$ cat src/rtl/vaopcr_defs.vh
// Purpose: Offsets, field positions, reset values and timing for the offset and PLL configuration bank.
// Assumes: Register indexes are word indexes; the APB byte address is four times the index.
// Notes:   Included by bare name from the top module only.
`ifndef VAOPCR_DEFS_VH
`define VAOPCR_DEFS_VH

// Register indexes.
`define VAOPCR_IDX_RED_OFS       6'h09
`define VAOPCR_IDX_GREEN_OFS     6'h0a
`define VAOPCR_IDX_BLUE_OFS      6'h0b
`define VAOPCR_IDX_DAC_CFG       6'h0c
`define VAOPCR_IDX_BANDWIDTH     6'h0d
`define VAOPCR_IDX_TOTAL_HIGH    6'h0e
`define VAOPCR_IDX_TOTAL_LOW     6'h0f
`define VAOPCR_IDX_PHASE         6'h10
`define VAOPCR_IDX_PRE_COAST     6'h11
`define VAOPCR_IDX_POST_COAST    6'h12
`define VAOPCR_IDX_LOCK_EDGE     6'h13
`define VAOPCR_IDX_BLACK_CFG     6'h17

// Reset values.
`define VAOPCR_RST_OFFSET        8'h80
`define VAOPCR_RST_DAC_CFG       8'h00
`define VAOPCR_RST_BANDWIDTH     8'h2e
`define VAOPCR_RST_TOTAL_HIGH    6'h03
`define VAOPCR_RST_TOTAL_LOW     8'h20
`define VAOPCR_RST_PHASE         6'h00
`define VAOPCR_RST_PRE_COAST     8'h04
`define VAOPCR_RST_POST_COAST    8'h04
`define VAOPCR_RST_LOCK_EDGE     8'h04
`define VAOPCR_RST_BLACK_CFG     8'h40

// Field positions.
`define VAOPCR_DAC_RANGE_BIT     0
`define VAOPCR_DAC_LSB_LO        2
`define VAOPCR_DAC_LSB_HI        7
`define VAOPCR_BW_LO             1
`define VAOPCR_BW_HI             3
`define VAOPCR_PEAK_LO           4
`define VAOPCR_PEAK_HI           7
`define VAOPCR_EDGE_ONE_BIT      0
`define VAOPCR_EDGE_TWO_BIT      1
`define VAOPCR_BLACK_OFF_BIT     0

// Offset code meaning zero digital offset and the DAC midpoint.
`define VAOPCR_OFFSET_MID        8'h80
`define VAOPCR_DAC_MID           10'h200

// Clock rate and the longest wait for a clamp before offsets are forced through.
`define VAOPCR_CLK_HZ            40000000
`define VAOPCR_CLAMP_WAIT_MS     100
`define VAOPCR_CLAMP_WAIT_CYCLES (`VAOPCR_CLAMP_WAIT_MS * (`VAOPCR_CLK_HZ / 1000))

`endif

$ cat src/rtl/vaopcr_top.v
// Purpose: APB register bank for channel offsets, offset DAC codes, filter and PLL line settings.
// Assumes: Sync and clamp pins are asynchronous; lineSyncSelect comes from logic on clk.
// Notes:   One wait state on every APB access; unmapped addresses answer with pslverr.
// Function
// - Compensation on: offset acts as digital offset.
// - Compensation off: offset drives DAC upper bits.
// - Codes 0x00/0x80/0xFF map min, mid, max.
// - DAC config bit 0 selects half/quarter range.
// - DAC low bits from config bits per channel.
// - Bandwidth field bits 3:1 sets filter corner.
// - Peaking field bits 7:4, keep at most two.
// - Line total: six high bits, eight low.
// - Line total reaches PLL on low write only.
// - Six-bit sample phase in 5.625 degree steps.
// - Coast programmed lines before frame sync start.
// - Coast programmed lines after frame sync end.
// - Bit 0 picks lock edge, input one.
// - Bit 1 picks lock edge, input two.
// - Compensation on at reset; disable bit turns off.
// - Offsets reach DACs at clamp, 100ms latest.
//
// Decided for this implementation: the APB slave port.
`timescale 1ns/1ps
`include "vaopcr_defs.vh"
module vaopcr_top #(
  parameter ADDR_W             = 8,
  parameter LINE_W             = 12,
  parameter TIMER_W            = 23,
  parameter CLAMP_WAIT_CYCLES  = `VAOPCR_CLAMP_WAIT_CYCLES
) (
  clk,
  nrst,
  psel,
  penable,
  pwrite,
  paddr,
  pwdata,
  prdata,
  pready,
  pslverr,
  lineSyncInputOne,
  lineSyncInputTwo,
  lineSyncSelect,
  frameSyncIn,
  clampIn,
  digitalOffset,
  offsetDacCode,
  offsetDacRangeQuarter,
  frontEndBandwidth,
  peakingCode,
  lineTotal,
  lineTotalLoad,
  samplePhase,
  pllCoast,
  pllLockPulse,
  autoBlackLevelCompOn
);
  input  wire              clk;
  input  wire              nrst;
  input  wire              psel;
  input  wire              penable;
  input  wire              pwrite;
  input  wire [ADDR_W-1:0] paddr;
  input  wire [31:0]       pwdata;
  output reg  [31:0]       prdata;
  output reg               pready;
  output reg               pslverr;
  input  wire              lineSyncInputOne;
  input  wire              lineSyncInputTwo;
  input  wire              lineSyncSelect;
  input  wire              frameSyncIn;
  input  wire              clampIn;
  output wire [23:0]       digitalOffset;
  output wire [29:0]       offsetDacCode;
  output reg               offsetDacRangeQuarter;
  output reg  [2:0]        frontEndBandwidth;
  output reg  [3:0]        peakingCode;
  output reg  [13:0]       lineTotal;
  output reg               lineTotalLoad;
  output reg  [5:0]        samplePhase;
  output reg               pllCoast;
  output reg               pllLockPulse;
  output reg               autoBlackLevelCompOn;

  localparam integer       WAIT_LAST_INT = CLAMP_WAIT_CYCLES - 1;
  localparam [TIMER_W-1:0] WAIT_LAST     = WAIT_LAST_INT[TIMER_W-1:0];
  localparam [LINE_W-1:0]  LINE_MAX      = {LINE_W{1'b1}};
  localparam [7:0]         RST_BW        = `VAOPCR_RST_BANDWIDTH;
  localparam [7:0]         RST_DAC       = `VAOPCR_RST_DAC_CFG;

  reg  [7:0]         redOffsetReg;
  reg  [7:0]         greenOffsetReg;
  reg  [7:0]         blueOffsetReg;
  reg  [7:0]         dacCfgReg;
  reg  [7:0]         bandwidthReg;
  reg  [5:0]         totalHighReg;
  reg  [7:0]         totalLowReg;
  reg  [5:0]         phaseReg;
  reg  [7:0]         preCoastReg;
  reg  [7:0]         postCoastReg;
  reg  [7:0]         lockEdgeReg;
  reg  [7:0]         blackCfgReg;
  reg  [23:0]        appliedOffsetReg;
  reg  [5:0]         appliedLsbReg;
  reg  [TIMER_W-1:0] waitCountReg;
  reg                pendingReg;
  reg  [LINE_W-1:0]  linesSinceReg;
  reg  [LINE_W-1:0]  frameLinesReg;
  reg  [7:0]         postLeftReg;
  reg  [31:0]        readNext;
  reg                errNext;

  wire [5:0]  regIdx;
  wire        alignedHit;
  wire        accessDone;
  wire        writeDone;
  wire        offsetWrite;
  wire        applyNow;
  wire [3:0]  syncLevel;
  wire [3:0]  syncRise;
  wire [3:0]  syncFall;
  wire [3:0]  syncPins;
  wire        edgeOne;
  wire        edgeTwo;
  wire        lineEdge;
  wire        preCoastHit;
  wire        coastNow;
  wire [23:0] offsetBus;

  assign regIdx     = paddr[7:2];
  assign alignedHit = (paddr[1:0] == 2'b00);
  assign accessDone = psel & penable & pready;
  assign writeDone  = accessDone & pwrite & ~pslverr;
  assign syncPins   = {clampIn, frameSyncIn, lineSyncInputTwo, lineSyncInputOne};
  assign offsetBus  = {blueOffsetReg, greenOffsetReg, redOffsetReg};

  genvar i;
  generate
    for (i = 0; i < 4; i = i + 1) begin : gSync
      vaopcr_sync uSync (
        .clk   (clk),
        .nrst  (nrst),
        .pinIn (syncPins[i]),
        .level (syncLevel[i]),
        .rise  (syncRise[i]),
        .fall  (syncFall[i])
      );
    end
  endgenerate

  // Read decode and error answer for unmapped words.
  always @* begin
    readNext = 32'h0000_0000;
    errNext  = 1'b0;
    if (!alignedHit) begin
      errNext = 1'b1;
    end else begin
      case (regIdx)
        `VAOPCR_IDX_RED_OFS:    readNext[7:0] = redOffsetReg;
        `VAOPCR_IDX_GREEN_OFS:  readNext[7:0] = greenOffsetReg;
        `VAOPCR_IDX_BLUE_OFS:   readNext[7:0] = blueOffsetReg;
        `VAOPCR_IDX_DAC_CFG:    readNext[7:0] = dacCfgReg;
        `VAOPCR_IDX_BANDWIDTH:  readNext[7:0] = bandwidthReg;
        `VAOPCR_IDX_TOTAL_HIGH: readNext[5:0] = totalHighReg;
        `VAOPCR_IDX_TOTAL_LOW:  readNext[7:0] = totalLowReg;
        `VAOPCR_IDX_PHASE:      readNext[5:0] = phaseReg;
        `VAOPCR_IDX_PRE_COAST:  readNext[7:0] = preCoastReg;
        `VAOPCR_IDX_POST_COAST: readNext[7:0] = postCoastReg;
        `VAOPCR_IDX_LOCK_EDGE:  readNext[7:0] = lockEdgeReg;
        `VAOPCR_IDX_BLACK_CFG:  readNext[7:0] = blackCfgReg;
        default:                errNext = 1'b1;
      endcase
    end
  end

  // The answer comes one cycle into the access phase.
  always @(posedge clk or negedge nrst) begin
    if (!nrst) begin
      pready  <= 1'b0;
      pslverr <= 1'b0;
      prdata  <= 32'h0000_0000;
    end else if (psel & penable & ~pready) begin
      pready  <= 1'b1;
      pslverr <= errNext;
      prdata  <= pwrite ? 32'h0000_0000 : readNext;
    end else begin
      pready  <= 1'b0;
      pslverr <= 1'b0;
    end
  end

  // Register writes; reserved bits of the eight-bit registers are stored as written, the six-bit registers drop bits 7:6.
  always @(posedge clk or negedge nrst) begin
    if (!nrst) begin
      redOffsetReg   <= `VAOPCR_RST_OFFSET;
      greenOffsetReg <= `VAOPCR_RST_OFFSET;
      blueOffsetReg  <= `VAOPCR_RST_OFFSET;
      dacCfgReg      <= `VAOPCR_RST_DAC_CFG;
      bandwidthReg   <= `VAOPCR_RST_BANDWIDTH;
      totalHighReg   <= `VAOPCR_RST_TOTAL_HIGH;
      totalLowReg    <= `VAOPCR_RST_TOTAL_LOW;
      phaseReg       <= `VAOPCR_RST_PHASE;
      preCoastReg    <= `VAOPCR_RST_PRE_COAST;
      postCoastReg   <= `VAOPCR_RST_POST_COAST;
      lockEdgeReg    <= `VAOPCR_RST_LOCK_EDGE;
      blackCfgReg    <= `VAOPCR_RST_BLACK_CFG;
    end else if (writeDone) begin
      case (regIdx)
        `VAOPCR_IDX_RED_OFS:    redOffsetReg   <= pwdata[7:0];
        `VAOPCR_IDX_GREEN_OFS:  greenOffsetReg <= pwdata[7:0];
        `VAOPCR_IDX_BLUE_OFS:   blueOffsetReg  <= pwdata[7:0];
        `VAOPCR_IDX_DAC_CFG:    dacCfgReg      <= pwdata[7:0];
        `VAOPCR_IDX_BANDWIDTH:  bandwidthReg   <= pwdata[7:0];
        `VAOPCR_IDX_TOTAL_HIGH: totalHighReg   <= pwdata[5:0];
        `VAOPCR_IDX_TOTAL_LOW:  totalLowReg    <= pwdata[7:0];
        `VAOPCR_IDX_PHASE:      phaseReg       <= pwdata[5:0];
        `VAOPCR_IDX_PRE_COAST:  preCoastReg    <= pwdata[7:0];
        `VAOPCR_IDX_POST_COAST: postCoastReg   <= pwdata[7:0];
        `VAOPCR_IDX_LOCK_EDGE:  lockEdgeReg    <= pwdata[7:0];
        `VAOPCR_IDX_BLACK_CFG:  blackCfgReg    <= pwdata[7:0];
        default: ;
      endcase
    end
  end

  always @(posedge clk or negedge nrst) begin
    if (!nrst) begin
      lineTotal     <= {`VAOPCR_RST_TOTAL_HIGH, `VAOPCR_RST_TOTAL_LOW};
      lineTotalLoad <= 1'b0;
    end else begin
      lineTotalLoad <= writeDone & (regIdx == `VAOPCR_IDX_TOTAL_LOW);
      if (writeDone & (regIdx == `VAOPCR_IDX_TOTAL_LOW)) begin
        lineTotal <= {totalHighReg, pwdata[7:0]};
      end
    end
  end

  // Plain setting outputs.
  always @(posedge clk or negedge nrst) begin
    if (!nrst) begin
      frontEndBandwidth    <= RST_BW[`VAOPCR_BW_HI:`VAOPCR_BW_LO];
      peakingCode          <= RST_BW[`VAOPCR_PEAK_HI:`VAOPCR_PEAK_LO];
      samplePhase          <= `VAOPCR_RST_PHASE;
      autoBlackLevelCompOn <= 1'b1;
    end else begin
      frontEndBandwidth    <= bandwidthReg[`VAOPCR_BW_HI:`VAOPCR_BW_LO];
      peakingCode          <= bandwidthReg[`VAOPCR_PEAK_HI:`VAOPCR_PEAK_LO];
      samplePhase          <= phaseReg;
      autoBlackLevelCompOn <= ~blackCfgReg[`VAOPCR_BLACK_OFF_BIT];
    end
  end

  assign offsetWrite = writeDone & (regIdx >= `VAOPCR_IDX_RED_OFS) & (regIdx <= `VAOPCR_IDX_DAC_CFG);
  assign applyNow    = pendingReg & (syncRise[3] | (waitCountReg == WAIT_LAST));

  always @(posedge clk or negedge nrst) begin
    if (!nrst) begin
      pendingReg            <= 1'b0;
      waitCountReg          <= {TIMER_W{1'b0}};
      appliedOffsetReg      <= {3{`VAOPCR_RST_OFFSET}};
      appliedLsbReg         <= RST_DAC[`VAOPCR_DAC_LSB_HI:`VAOPCR_DAC_LSB_LO];
      offsetDacRangeQuarter <= 1'b0;
    end else begin
      pendingReg <= offsetWrite | (pendingReg & ~applyNow);
      if (offsetWrite | applyNow | ~pendingReg) begin
        waitCountReg <= {TIMER_W{1'b0}};
      end else begin
        waitCountReg <= waitCountReg + {{(TIMER_W-1){1'b0}}, 1'b1};
      end
      if (applyNow) begin
        appliedOffsetReg      <= offsetBus;
        appliedLsbReg         <= dacCfgReg[`VAOPCR_DAC_LSB_HI:`VAOPCR_DAC_LSB_LO];
        offsetDacRangeQuarter <= dacCfgReg[`VAOPCR_DAC_RANGE_BIT];
      end
    end
  end

  generate
    for (i = 0; i < 3; i = i + 1) begin : gChan
      reg [7:0] digitalReg;
      reg [9:0] dacReg;
      always @(posedge clk or negedge nrst) begin
        if (!nrst) begin
          digitalReg <= 8'h00;
          dacReg     <= `VAOPCR_DAC_MID;
        end else if (autoBlackLevelCompOn) begin
          digitalReg <= appliedOffsetReg[8*i+7:8*i] ^ `VAOPCR_OFFSET_MID;
          dacReg     <= `VAOPCR_DAC_MID;
        end else begin
          digitalReg <= 8'h00;
          dacReg     <= {appliedOffsetReg[8*i+7:8*i], appliedLsbReg[2*i+1:2*i]};
        end
      end
      assign digitalOffset[8*i+7:8*i] = digitalReg;
      assign offsetDacCode[10*i+9:10*i] = dacReg;
    end
  endgenerate

  assign edgeOne  = lockEdgeReg[`VAOPCR_EDGE_ONE_BIT] ? syncRise[0] : syncFall[0];
  assign edgeTwo  = lockEdgeReg[`VAOPCR_EDGE_TWO_BIT] ? syncRise[1] : syncFall[1];
  assign lineEdge = lineSyncSelect ? edgeTwo : edgeOne;

  assign preCoastHit = (frameLinesReg != {LINE_W{1'b0}}) &
                       (({1'b0, linesSinceReg} + {{(LINE_W-7){1'b0}}, preCoastReg}) >= {1'b0, frameLinesReg});
  // Coast window: frame sync level, pre coast lines and post coast lines
  // The fall cycle itself coasts, so no gap opens before the post counter loads.
  assign coastNow    = syncLevel[2] | (syncFall[2] & (postCoastReg != 8'h00)) | preCoastHit |
                       (postLeftReg != 8'h00);

  // Lines are counted between frame sync starts to predict the next one.
  always @(posedge clk or negedge nrst) begin
    if (!nrst) begin
      linesSinceReg <= {LINE_W{1'b0}};
      frameLinesReg <= {LINE_W{1'b0}};
      postLeftReg   <= 8'h00;
      pllCoast      <= 1'b0;
      pllLockPulse  <= 1'b0;
    end else begin
      if (syncRise[2]) begin
        frameLinesReg <= linesSinceReg;
        linesSinceReg <= {LINE_W{1'b0}};
      end else if (lineEdge & (linesSinceReg != LINE_MAX)) begin
        linesSinceReg <= linesSinceReg + {{(LINE_W-1){1'b0}}, 1'b1};
      end
      if (syncFall[2]) begin
        postLeftReg <= postCoastReg;
      end else if (lineEdge & (postLeftReg != 8'h00)) begin
        postLeftReg <= postLeftReg - 8'h01;
      end
      pllCoast     <= coastNow;
      pllLockPulse <= lineEdge & ~coastNow;
    end
  end
endmodule

$ cat src/rtl/vaopcr_sync.v
// Purpose: Two-stage synchroniser for one pin with edge pulses.
// Assumes: The pin is asynchronous to clk.
// Notes:   Edges are taken between the second and third stages only.
`timescale 1ns/1ps
module vaopcr_sync (
  clk,
  nrst,
  pinIn,
  level,
  rise,
  fall
);
  input  wire clk;
  input  wire nrst;
  input  wire pinIn;
  output wire level;
  output wire rise;
  output wire fall;

  reg stageOneReg;
  reg stageTwoReg;
  reg stageThreeReg;

  always @(posedge clk or negedge nrst) begin
    if (!nrst) begin
      stageOneReg   <= 1'b0;
      stageTwoReg   <= 1'b0;
      stageThreeReg <= 1'b0;
    end else begin
      stageOneReg   <= pinIn;
      stageTwoReg   <= stageOneReg;
      stageThreeReg <= stageTwoReg;
    end
  end

  assign level = stageTwoReg;
  assign rise  = stageTwoReg & ~stageThreeReg;
  assign fall  = ~stageTwoReg & stageThreeReg;
endmodule

$ cat config.mk
export PLATFORM = sky130hd
export DESIGN_NAME = vaopcr_top
export DESIGN_NICKNAME = d
export VERILOG_FILES = /design/src/rtl/vaopcr_top.v /design/src/rtl/vaopcr_sync.v
export VERILOG_INCLUDE_DIRS = /design/src /design/src/rtl
export SDC_FILE = /design/constraint.sdc
export NUM_CORES = 1
export LEC_CHECK = 0
export BUFFER_PORTS_ARGS = -buffer_cell sky130_fd_sc_hd__buf_4
export CAP_MARGIN = 40
export CORE_MARGIN = 1
export CORE_UTILIZATION = 45
export DETAILED_ROUTE_END_ITERATION = 7
export GPL_TIMING_DRIVEN = 0
export HOLD_SLACK_MARGIN = 0.03
export PLACE_DENSITY = 0.65
export SLEW_MARGIN = 30
export SYNTH_ARGS = -nofsm -noshare
export SYNTH_HDL_FRONTEND = slang
export SYNTH_HIERARCHICAL = 1
export SYNTH_SLANG_ARGS = --single-unit
$ cat constraint.sdc
create_clock -name clk -period 3.2 [get_ports clk]
set_clock_uncertainty 0.15 [all_clocks]
set_input_delay 0.16 -clock clk [delete_from_list [all_inputs] [get_ports clk]]
set_output_delay 0.16 -clock clk [all_outputs]
set_load 0.05 [all_outputs]
* Yosys cells after proc, flatten, opt, wreduce, memory -nomap -nowiden
Index checks and enable logic that the tools add are counted.
** Word-level totals
- Register bits :: 310
- Input port bits :: 50
** Cells by class
- $add $sub $neg :: 4
- Order comparisons :: 3
- Equal/unequal tests :: 14
- Multiplexer cells :: 22
- Bitwise logic cells :: 45
- Reduce and logical (&&, ||, !) cells :: 19
** Operator list (count)
- 6-bit one-hot mux with 12 select lines :: 1
- 8-bit two-way mux :: 7
- 6-bit by 4-bit == test with 1-bit output (second input constant) :: 7
- 6-bit by 5-bit == test with 1-bit output (second input constant) :: 5
- 10-bit two-way mux :: 3
- 12-bit two-way mux :: 2
- 2-bit AND reduction :: 12
- 23-bit by 1-bit adder with 23-bit output (second input constant) :: 1
- 23-bit by 22-bit == test with 1-bit output (second input constant) :: 1
- 23-bit two-way mux :: 1
- 1-bit bitwise AND :: 22
- 2-bit one-hot mux with 10 select lines :: 1
- 1-bit NOT :: 16
- 8-bit nonzero test :: 2
- 12-bit by 8-bit adder with 13-bit output :: 1
- 13-bit by 12-bit greater-or-equal comparator with 1-bit output :: 1
- 12-bit by 1-bit adder with 12-bit output (second input constant) :: 1
- 12-bit inequality test (second input constant) :: 1
- 12-bit nonzero test :: 1
- 12-bit OR reduction :: 1
- 8-bit by 1-bit subtractor with 8-bit output (second input constant) :: 1
- 1-bit two-way mux :: 7
- 1-bit OR :: 7
- 6-bit by 4-bit greater-or-equal comparator with 1-bit output (second input constant) :: 1
- 3 further kinds :: 4

* Depth between registers and ports, before layout
Gate-level depths: netlist of the first run.
- Depth in word-level cells :: 9
- Gate-level depth with buffers :: 14

* Modules after synthesis
The synthesis of the first run kept the hierarchy.
** Modules (own cells, without submodules)
- vaopcr_top :: times used 1, cells each 1051, area each 12146.6 um2, seq. area each 6690.2 um2
- vaopcr_sync :: times used 4, cells each 5, area each 90.1 um2, seq. area each 75.1 um2

* Least setup slack after synthesis of the first run
OpenSTA, ideal clock, no wires.
- Kind :: register -> register
- Start point :: register linesSinceReg[0]
- End point :: register pllLockPulse
- Data arrival time :: 2705 ps
- Data required time :: 2982 ps
- Path slack :: 278 ps
- Stages on the path, launching flop included :: 15
- Path buffers :: 0
- Clock period less this slack :: 2922 ps
- Path through :: dfrtp_1 -> ha_1 -> inv_1 -> fa_1 -> nor2b_1 -> o2111ai_1 -> nand3_1 -> nand2_1 -> xnor2_1 -> ha_1 -> nand4_1 -> nor2_1 -> a21oi_1 -> nor4bb_1 -> o2111a_1
** Between the ends
- Word-level cells in the longest chain between the ends :: 7
** Ends and longest elaborated chain
- start, declared :: line vaopcr_top.v:107 : reg [LINE_W-1:0] linesSinceReg;
- start signal, assigned :: line vaopcr_top.v:313 : linesSinceReg <= {LINE_W{1'b0}};
- start signal, assigned :: line vaopcr_top.v:321 : linesSinceReg <= {LINE_W{1'b0}};
- start signal, assigned :: line vaopcr_top.v:323 : linesSinceReg <= linesSinceReg + {{(LINE_W-1){1'b0}}, 1'b1};
- 12-bit by 8-bit adder with 13-bit output :: line vaopcr_top.v:304 : (({1'b0, linesSinceReg} + {{(LINE_W-7){1'b0}}, preCoastReg}) >= {1'b0, frameLinesReg});
- 13-bit by 12-bit greater-or-equal comparator with 1-bit output :: line vaopcr_top.v:304
- 1-bit bitwise AND :: line vaopcr_top.v:303 : assign preCoastHit = (frameLinesReg != {LINE_W{1'b0}}) &
- 1-bit OR (2 in a row) :: line vaopcr_top.v:307 : assign coastNow = syncLevel[2] | (syncFall[2] & (postCoastReg != 8'h00)) | preCoastHit |
- 1-bit NOT :: line vaopcr_top.v:331 : pllLockPulse <= lineEdge & ~coastNow;
- 1-bit bitwise AND :: line vaopcr_top.v:331
- end signal, assigned :: line vaopcr_top.v:331
- end, declared :: line vaopcr_top.v:82 : output reg pllLockPulse;
No other way between the ends.
A chain may end at the register's enable or synchronous reset.

* Final worst setup path of the first run
- Start point :: register preCoastReg[2]
- End point :: register pllLockPulse
** Between the ends
- Word-level cells in the longest chain between the ends :: 7
** Ends and longest elaborated chain
- start, declared :: line vaopcr_top.v:99 : reg [7:0] preCoastReg;
- start signal, assigned :: line vaopcr_top.v:203 : preCoastReg <= `VAOPCR_RST_PRE_COAST;
- start signal, assigned :: line vaopcr_top.v:217 : `VAOPCR_IDX_PRE_COAST: preCoastReg <= pwdata[7:0];
- 12-bit by 8-bit adder with 13-bit output :: line vaopcr_top.v:304
- 13-bit by 12-bit greater-or-equal comparator with 1-bit output :: line vaopcr_top.v:304
- 1-bit bitwise AND :: line vaopcr_top.v:303
- 1-bit OR (2 in a row) :: line vaopcr_top.v:307
- 1-bit NOT :: line vaopcr_top.v:331
- 1-bit bitwise AND :: line vaopcr_top.v:331
No other way between the ends.

==> results of run 1 <==
-- area by class of cell --
type,count,share of cell area [%]
Sequential cell,278,45.0
Multi-Input combinational cell,712,33.1
Timing Repair Buffer,154,8.33
Clock buffer,43,5.65
Tap cell,372,2.99
Buffer,78,2.73
Clock inverter,12,1.60
Inverter,25,0.603
-- cells in the final DEF (no fill, tap or decap), types with 23 or more instances in the layout --
cell type      count
mux2_2           100
o21ai_0           25
clkbuf_1          41
mux2_4            30
dlygate4sd3_1     29
clkbuf_16         30
nor2b_1           39
dfstp_2           27
buf_4            147
and2_1            23
xnor2_1           34
nand2_1           77
dfrtp_1          248
nand4_1           31
inv_1             25
nor2_1            52
nand3_1          109
conb_1            24
-- per-stage QoR --
| step | cell area, sq um | hold slack, ns | total power (uW) |
|---|---|---|---|
| after floorplan | 12600 | -0.286 | 4210 |
| after global placement | 13900 | 0.122 | 4440 |
| after detailed placement | 14000 | 0.0165 | 4470 |
| after CTS | 15500 | 0.0399 | 8400 |
| after global routing | 15600 | 0.0551 | 8650 |
| final | 15600 | 0.0387 | 8340 |
-- tightest hold or removal path, delay by kind of cell --
kind	cells	cell delay [ns]
compound gates	1	0.06
mux	1	0.19
buf+inv	1	0.10
simple gates	2	0.19
-- metal layers --
| layer | global-route usage, % | vias up | part of all wire, % | routed length, um |
|---|---|---|---|---|
| met2 | 33.6 | 298 | 46 | 13600 |
| li1 | - | 4110 | - | - |
| met5 | 0 | - | 0 | 0 |
| met3 | 3.76 | 51 | 6.5 | 1950 |
| met1 | 30.5 | 4281 | 45 | 13500 |
| met4 | 6.88 | 0 | 2.8 | 837 |
-- flip-flops by register name (all words and copies together), names as in the netlist, 6 cells and up --
register / flops
appliedLsbReg: 6
preCoastReg: 8
postCoastReg: 8
totalHighReg: 6
blackCfgReg: 8
lockEdgeReg: 8
greenOffsetReg: 8
dacCfgReg: 8
linesSinceReg: 12
bandwidthReg: 8
blueOffsetReg: 8
frameLinesReg: 12
phaseReg: 6
waitCountReg: 23
lineTotal: 7
totalLowReg: 7
appliedOffsetReg: 24
postLeftReg: 8
redOffsetReg: 8
samplePhase: 6
prdata: 8
gChan.digitalReg: 24
gChan.dacReg: 30
-- path summary, 6_finish.rpt --
check / from / slack [ns] / end / cells after the start
setup / recovery: preCoastReg[2] / 0.09 / pllLockPulse / 12
hold / removal: lineSyncSelect / 0.04 / linesSinceReg[9] / 5
setup reg to reg: preCoastReg[2] / 0.09 / pllLockPulse / 12
hold reg to reg: gSync[1].uSync/stageOneReg / 0.20 / gSync[1].uSync/level / 0
max in group asynchronous: nrst / 0.91 / totalLowReg[0] / 4
min in group asynchronous: nrst / 0.52 / lineTotal[10] / 3
-- power by group through the flow --
stage          Combinational, uW  Sequential [uW]  Clock (uW)
5_1_grt                      875             3690        4090
2_1_floorplan                439             3770           0
4_1_cts                      778             3690        3940
3_3_place_gp                 692             3750           0
6_report                     800             3690        3860
3_5_place_dp                 721             3750           0
-- repair_timing --
item,in CTS,in global routing
gates resized for setup,5,13
pin swaps,2,6
setup buffers,2,2
hold buffers,29,0
setup endpoints to repair,2,3
endpoints found under the hold margin,257,0
==> impl_metrics.yaml, run 1 <==
worst_setup_path:
  path_buf_inv: 0
  crit_arrival_ns: 3.44
  critPathMaxStageDelay_ns: 0.55
  crit_family: "compound AO/OA/AOI/OAI gates"
  endpoint_kind: "register"
  crit_path_cell_trace: "ha_1 -> nand2_1 -> o21ai_2 -> o41a_1 -> a21oi_2 -> xnor2_1 -> ha_1 -> nand4_1 -> nor2_1 -> a21oi_2 -> nor4bb_4 -> o2111a_1"
  worstPathMaxFanout: 4
  cp-start-kind: "register"
  criticalPathCategory: "register to register"
  critPathRequiredTime_ns: 3.54
  critPathSlowestCell: "dfstp_2"
timing:
  finalSetupTns_ns: 0
  finalCritPeriodShare_pct: 97.0
  hold_viol_final: 0
  maxSlewHeadroom_pct: 45.1
  drv_slew: 0
  fin_crit_ns: 3.11
  setup_violations: 0
  setup_slack_ns: 0.0946
  fmax_mhz: 322
  worst_slew_pin_slew_ns: 0.817
die:
  die_area_sq_mm: 0.0284
  die_h_um: 169
  die_w_um: 169
  num_rows: 60
  io_pins: 170
  core_sq_mm: 0.0271
  start_util_pct: 46.1
clock_network:
  cts_sinks: 278
  clock_path_buffers: 3
  cts_tree: "yes"
  cts_buffers: 30
  htreeDepth: 1
  insertion_delay_ns: 0.56
  cts-root-buf: "clkbuf_16"
  cts.clk_slew.worst_paths_ns: 0.06
pwr:
  p_per_area_mw_per_mm2: 536
  p_clk_share_pct: 46.2
  p_leak_uw: 0.00750
  combPwrFrac_pct: 9.6
  intPower_uw: 6370
  power_switching_uw: 1970
  p_seq_share_pct: 44.2
  p_sw_share_pct: 23.6
  ir_drop_mv: 0.487
layout:
  final_util_pct: 57.4
  layout-drive-gt1-share_pct: 31.6
  diodes: 0
  multi_input_area_sq_mm: 0.00515
  num-fill-cells: 2267
  register_area_sq_mm: 0.00699
  area_growth_pct: 24.5
  fin_cells: 1674
  num-nets-final: 1353
drt:
  routedWlPerCell_um: 17.8
  drc: 0
  viasPerCell: 5.22
  ant_nets: 0
  vias: 8740
  drtPass1Iterations: 5
  drtIter0Drc: 730
  wl_um: 29900
grt:
  grt_use_total_pct: 21.5
  antenna_found_initial: 0
  grt_max_degree: 83
  grt_remaining_overflow: 0
  grt_pass1_wl_um: 48000
  first_global_vias: 8607
place:
  io_buffers: 118
  pre_cts_ws_ns: -0.216
  dp.cells: 1586
  dpl.hpwl_um: 21000
  gp_congestion: 0.942
logic_synthesis:
  synth-warning-count: 6
  syn_area_per_cell_sq_um: 11.7
  synth_cells: 1070
  synth_area_sq_mm: 0.0125
status:
  status: "finished clean"
min_path:
  holdCritPathClass: "input pin to register"
run:
  drv_cap: 0
Note: power is estimated with default switching activity, not from simulation.
==> inputs of run 2 (changes only) <==
==> constraint.sdc (replaced) <==
create_clock -name clk -period 3.2 [get_ports clk]
set_clock_uncertainty 0.15 [all_clocks]
set_input_delay 0.48 -clock clk [delete_from_list [all_inputs] [get_ports clk]]
set_output_delay 0.48 -clock clk [all_outputs]
set_load 0.05 [all_outputs]
==> impl_metrics.yaml, run 2 (synthesized netlist as in run 1, its figures left out) <==
layout:
  area_growth_pct: 23.0
  num-fill-cells: 2283
  design_area_sq_mm: 0.0154
  final_cell_mix: "dfrtp_1, buf_4, nand3_1"
  register_area_sq_mm: 0.00699
  layout_commonest_cell: "dfrtp_1"
  regMostFlops: "gChan.dacReg"
  multi_input_area_sq_mm: 0.00514
  layout-drive-gt1-share_pct: 32.0
  largest_reg_flops: 30
  diodes: 0
  top_regs: "gChan.dacReg: 30 flops, appliedOffsetReg: 24 flops, gChan.digitalReg: 24 flops"
  num-nets-final: 1335
worst_setup_path:
  criticalPathCategory: "register to register"
  endpoint_kind: "register"
  critPathSlowestCell: "dfstp_2"
  reg2reg_from: "preCoastReg[2]"
  critPathMaxStageDelay_ns: 0.55
  r2r_end: "pllLockPulse"
  crit_path_cell_trace: "ha_1 -> nand2_1 -> o21ai_2 -> o41a_1 -> a21oi_2 -> xnor2_1 -> ha_1 -> nand4_1 -> nor2_1 -> a21oi_2 -> nor4bb_4 -> o2111a_1"
  crit_family: "compound AO/OA/AOI/OAI gates"
  crit_arrival_ns: 3.44
  critPathRequiredTime_ns: 3.54
  cp-start-kind: "register"
  reg2reg_slack_ns: 0.1
  worstPathMaxFanout: 4
  path_buf_inv: 0
  critical_path_depth: 12
  setup.worst_path.start: "preCoastReg[2]"
  endpoint: "pllLockPulse"
  reg2reg_depth: 12
pwr:
  intPower_uw: 6360
  p_seq_share_pct: 44.3
  p_sw_share_pct: 23.6
  power.total_uw: 8320
  power_switching_uw: 1960
  ir_drop_mv: 0.486
  p_leak_uw: 0.00742
  p_clk_share_pct: 46.3
  p_per_area_mw_per_mm2: 542
  combPwrFrac_pct: 9.4
clock_network:
  clock_path_buffers: 3
  cts-root-buf: "clkbuf_16"
  cts_tree: "yes"
  cts.clk_slew.worst_paths_ns: 0.06
  htreeDepth: 1
  insertion_delay_ns: 0.56
  cts_sinks: 278
  cts_buffers: 30
drt:
  routedWlPerCell_um: 17.9
  met1_length_um: 13300
  drtIter0Drc: 679
  ant_nets: 0
  wl_um: 29600
  viasPerCell: 5.27
  wl_met3_um: 1930
  met2WireLength_um: 13300
  drtPass1Iterations: 5
  vias: 8719
  topRoutingLayerUsed: "met4"
  drc: 0
die:
  die_area_sq_mm: 0.0284
  core_sq_mm: 0.0271
  num_rows: 60
  io_pins: 170
  die_h_um: 169
  start_util_pct: 46.1
  die_w_um: 169
timing:
  setup_violations: 0
  maxSlewHeadroom_pct: 44.5
  worst_slew_pin_slew_ns: 0.809
  drv_slew: 0
  timing.hold.ws_ns: 0.0715
  fin_crit_ns: 3.10
  finalCritPeriodShare_pct: 96.9
  fmax_mhz: 322
  hold_viol_final: 0
min_path:
  holdCritPathClass: "input pin to register"
place:
  place_area_sq_mm: 0.0140
  io_buffers: 118
  dpl.hpwl_um: 21000
  gp_congestion: 0.942
status:
  status: "finished clean"
grt:
  grt_remaining_overflow: 0
  grt_use_total_pct: 21.2
  first_global_vias: 8480
  grt_pass1_wl_um: 47400
  grt_max_degree: 83
  antenna_found_initial: 0
run:
  drv_cap: 0
run 2: metal layers:
layer	GRT usage, %	up-vias
met4	7.15	0
li1	-	4066
met3	3.69	68
met2	32.9	290
met5	0	-
met1	30.2	4295
run 2: cell type report:
type                    count  share of cell area [%]
clock inverters            12                    1.62
multi-input cells         712                    33.5
clock buffers              43                    5.72
plain buffers              78                    2.77
repair buffers            136                    7.26
flip-flops and latches    278                    45.5
inverters                  25                   0.611
well taps                 372                    3.03
run 2: power by group through the flow:
stage	clock [uW]	combinational, uW	sequential (uW)
floorplan	0	439	3770
global placement	0	692	3750
detailed placement	0	721	3750
CTS	3940	761	3690
global route	4090	855	3690
finish	3850	782	3690
run 2: how the worst min path moves through the flow:
stage | start | end | slack (ns) | depth (start not counted)
2_1_floorplan | nrst | appliedLsbReg[0] | 0.03 | 0
3_3_place_gp | gSync[3].uSync/stageOneReg | gSync[3].uSync/level | 0.18 | 0
3_5_place_dp | gSync[1].uSync/stageOneReg | gSync[1].uSync/level | 0.19 | 0
4_1_cts | paddr[0] | pslverr | 0.05 | 3
5_1_grt | paddr[0] | pslverr | 0.07 | 3
6_report | paddr[0] | pslverr | 0.07 | 3
run 2: worst min-delay path: cells and delay by family:
kind,cells,cell delay (ns)
and+or+nand+nor,1,0.03
buffers and inverters,1,0.08
AOI/OAI and AO/OA,1,0.13
run 2: timing repair:
item | 4_1_cts | 5_1_grt
hold buffers | 11 | 0
endpoints found under the hold margin | 76 | 0
setup buffers | 2 | 2
resized for setup | 5 | 12
endpoints found under the setup margin | 2 | 2
pin swaps | 2 | 10
run 2: through the flow:
step	setup TNS, ns	instances	utilization, %	worst slack [ns]
after floorplan	0	1093	-	0.278
after global placement	-189.91	1583	51.4	-0.782
after detailed placement	-0.418	1586	51.8	-0.216
after CTS	0	1654	56.5	0.00420
after global routing	-0.0140	1656	56.7	-0.00759
final	0	1656	56.7	0.0977
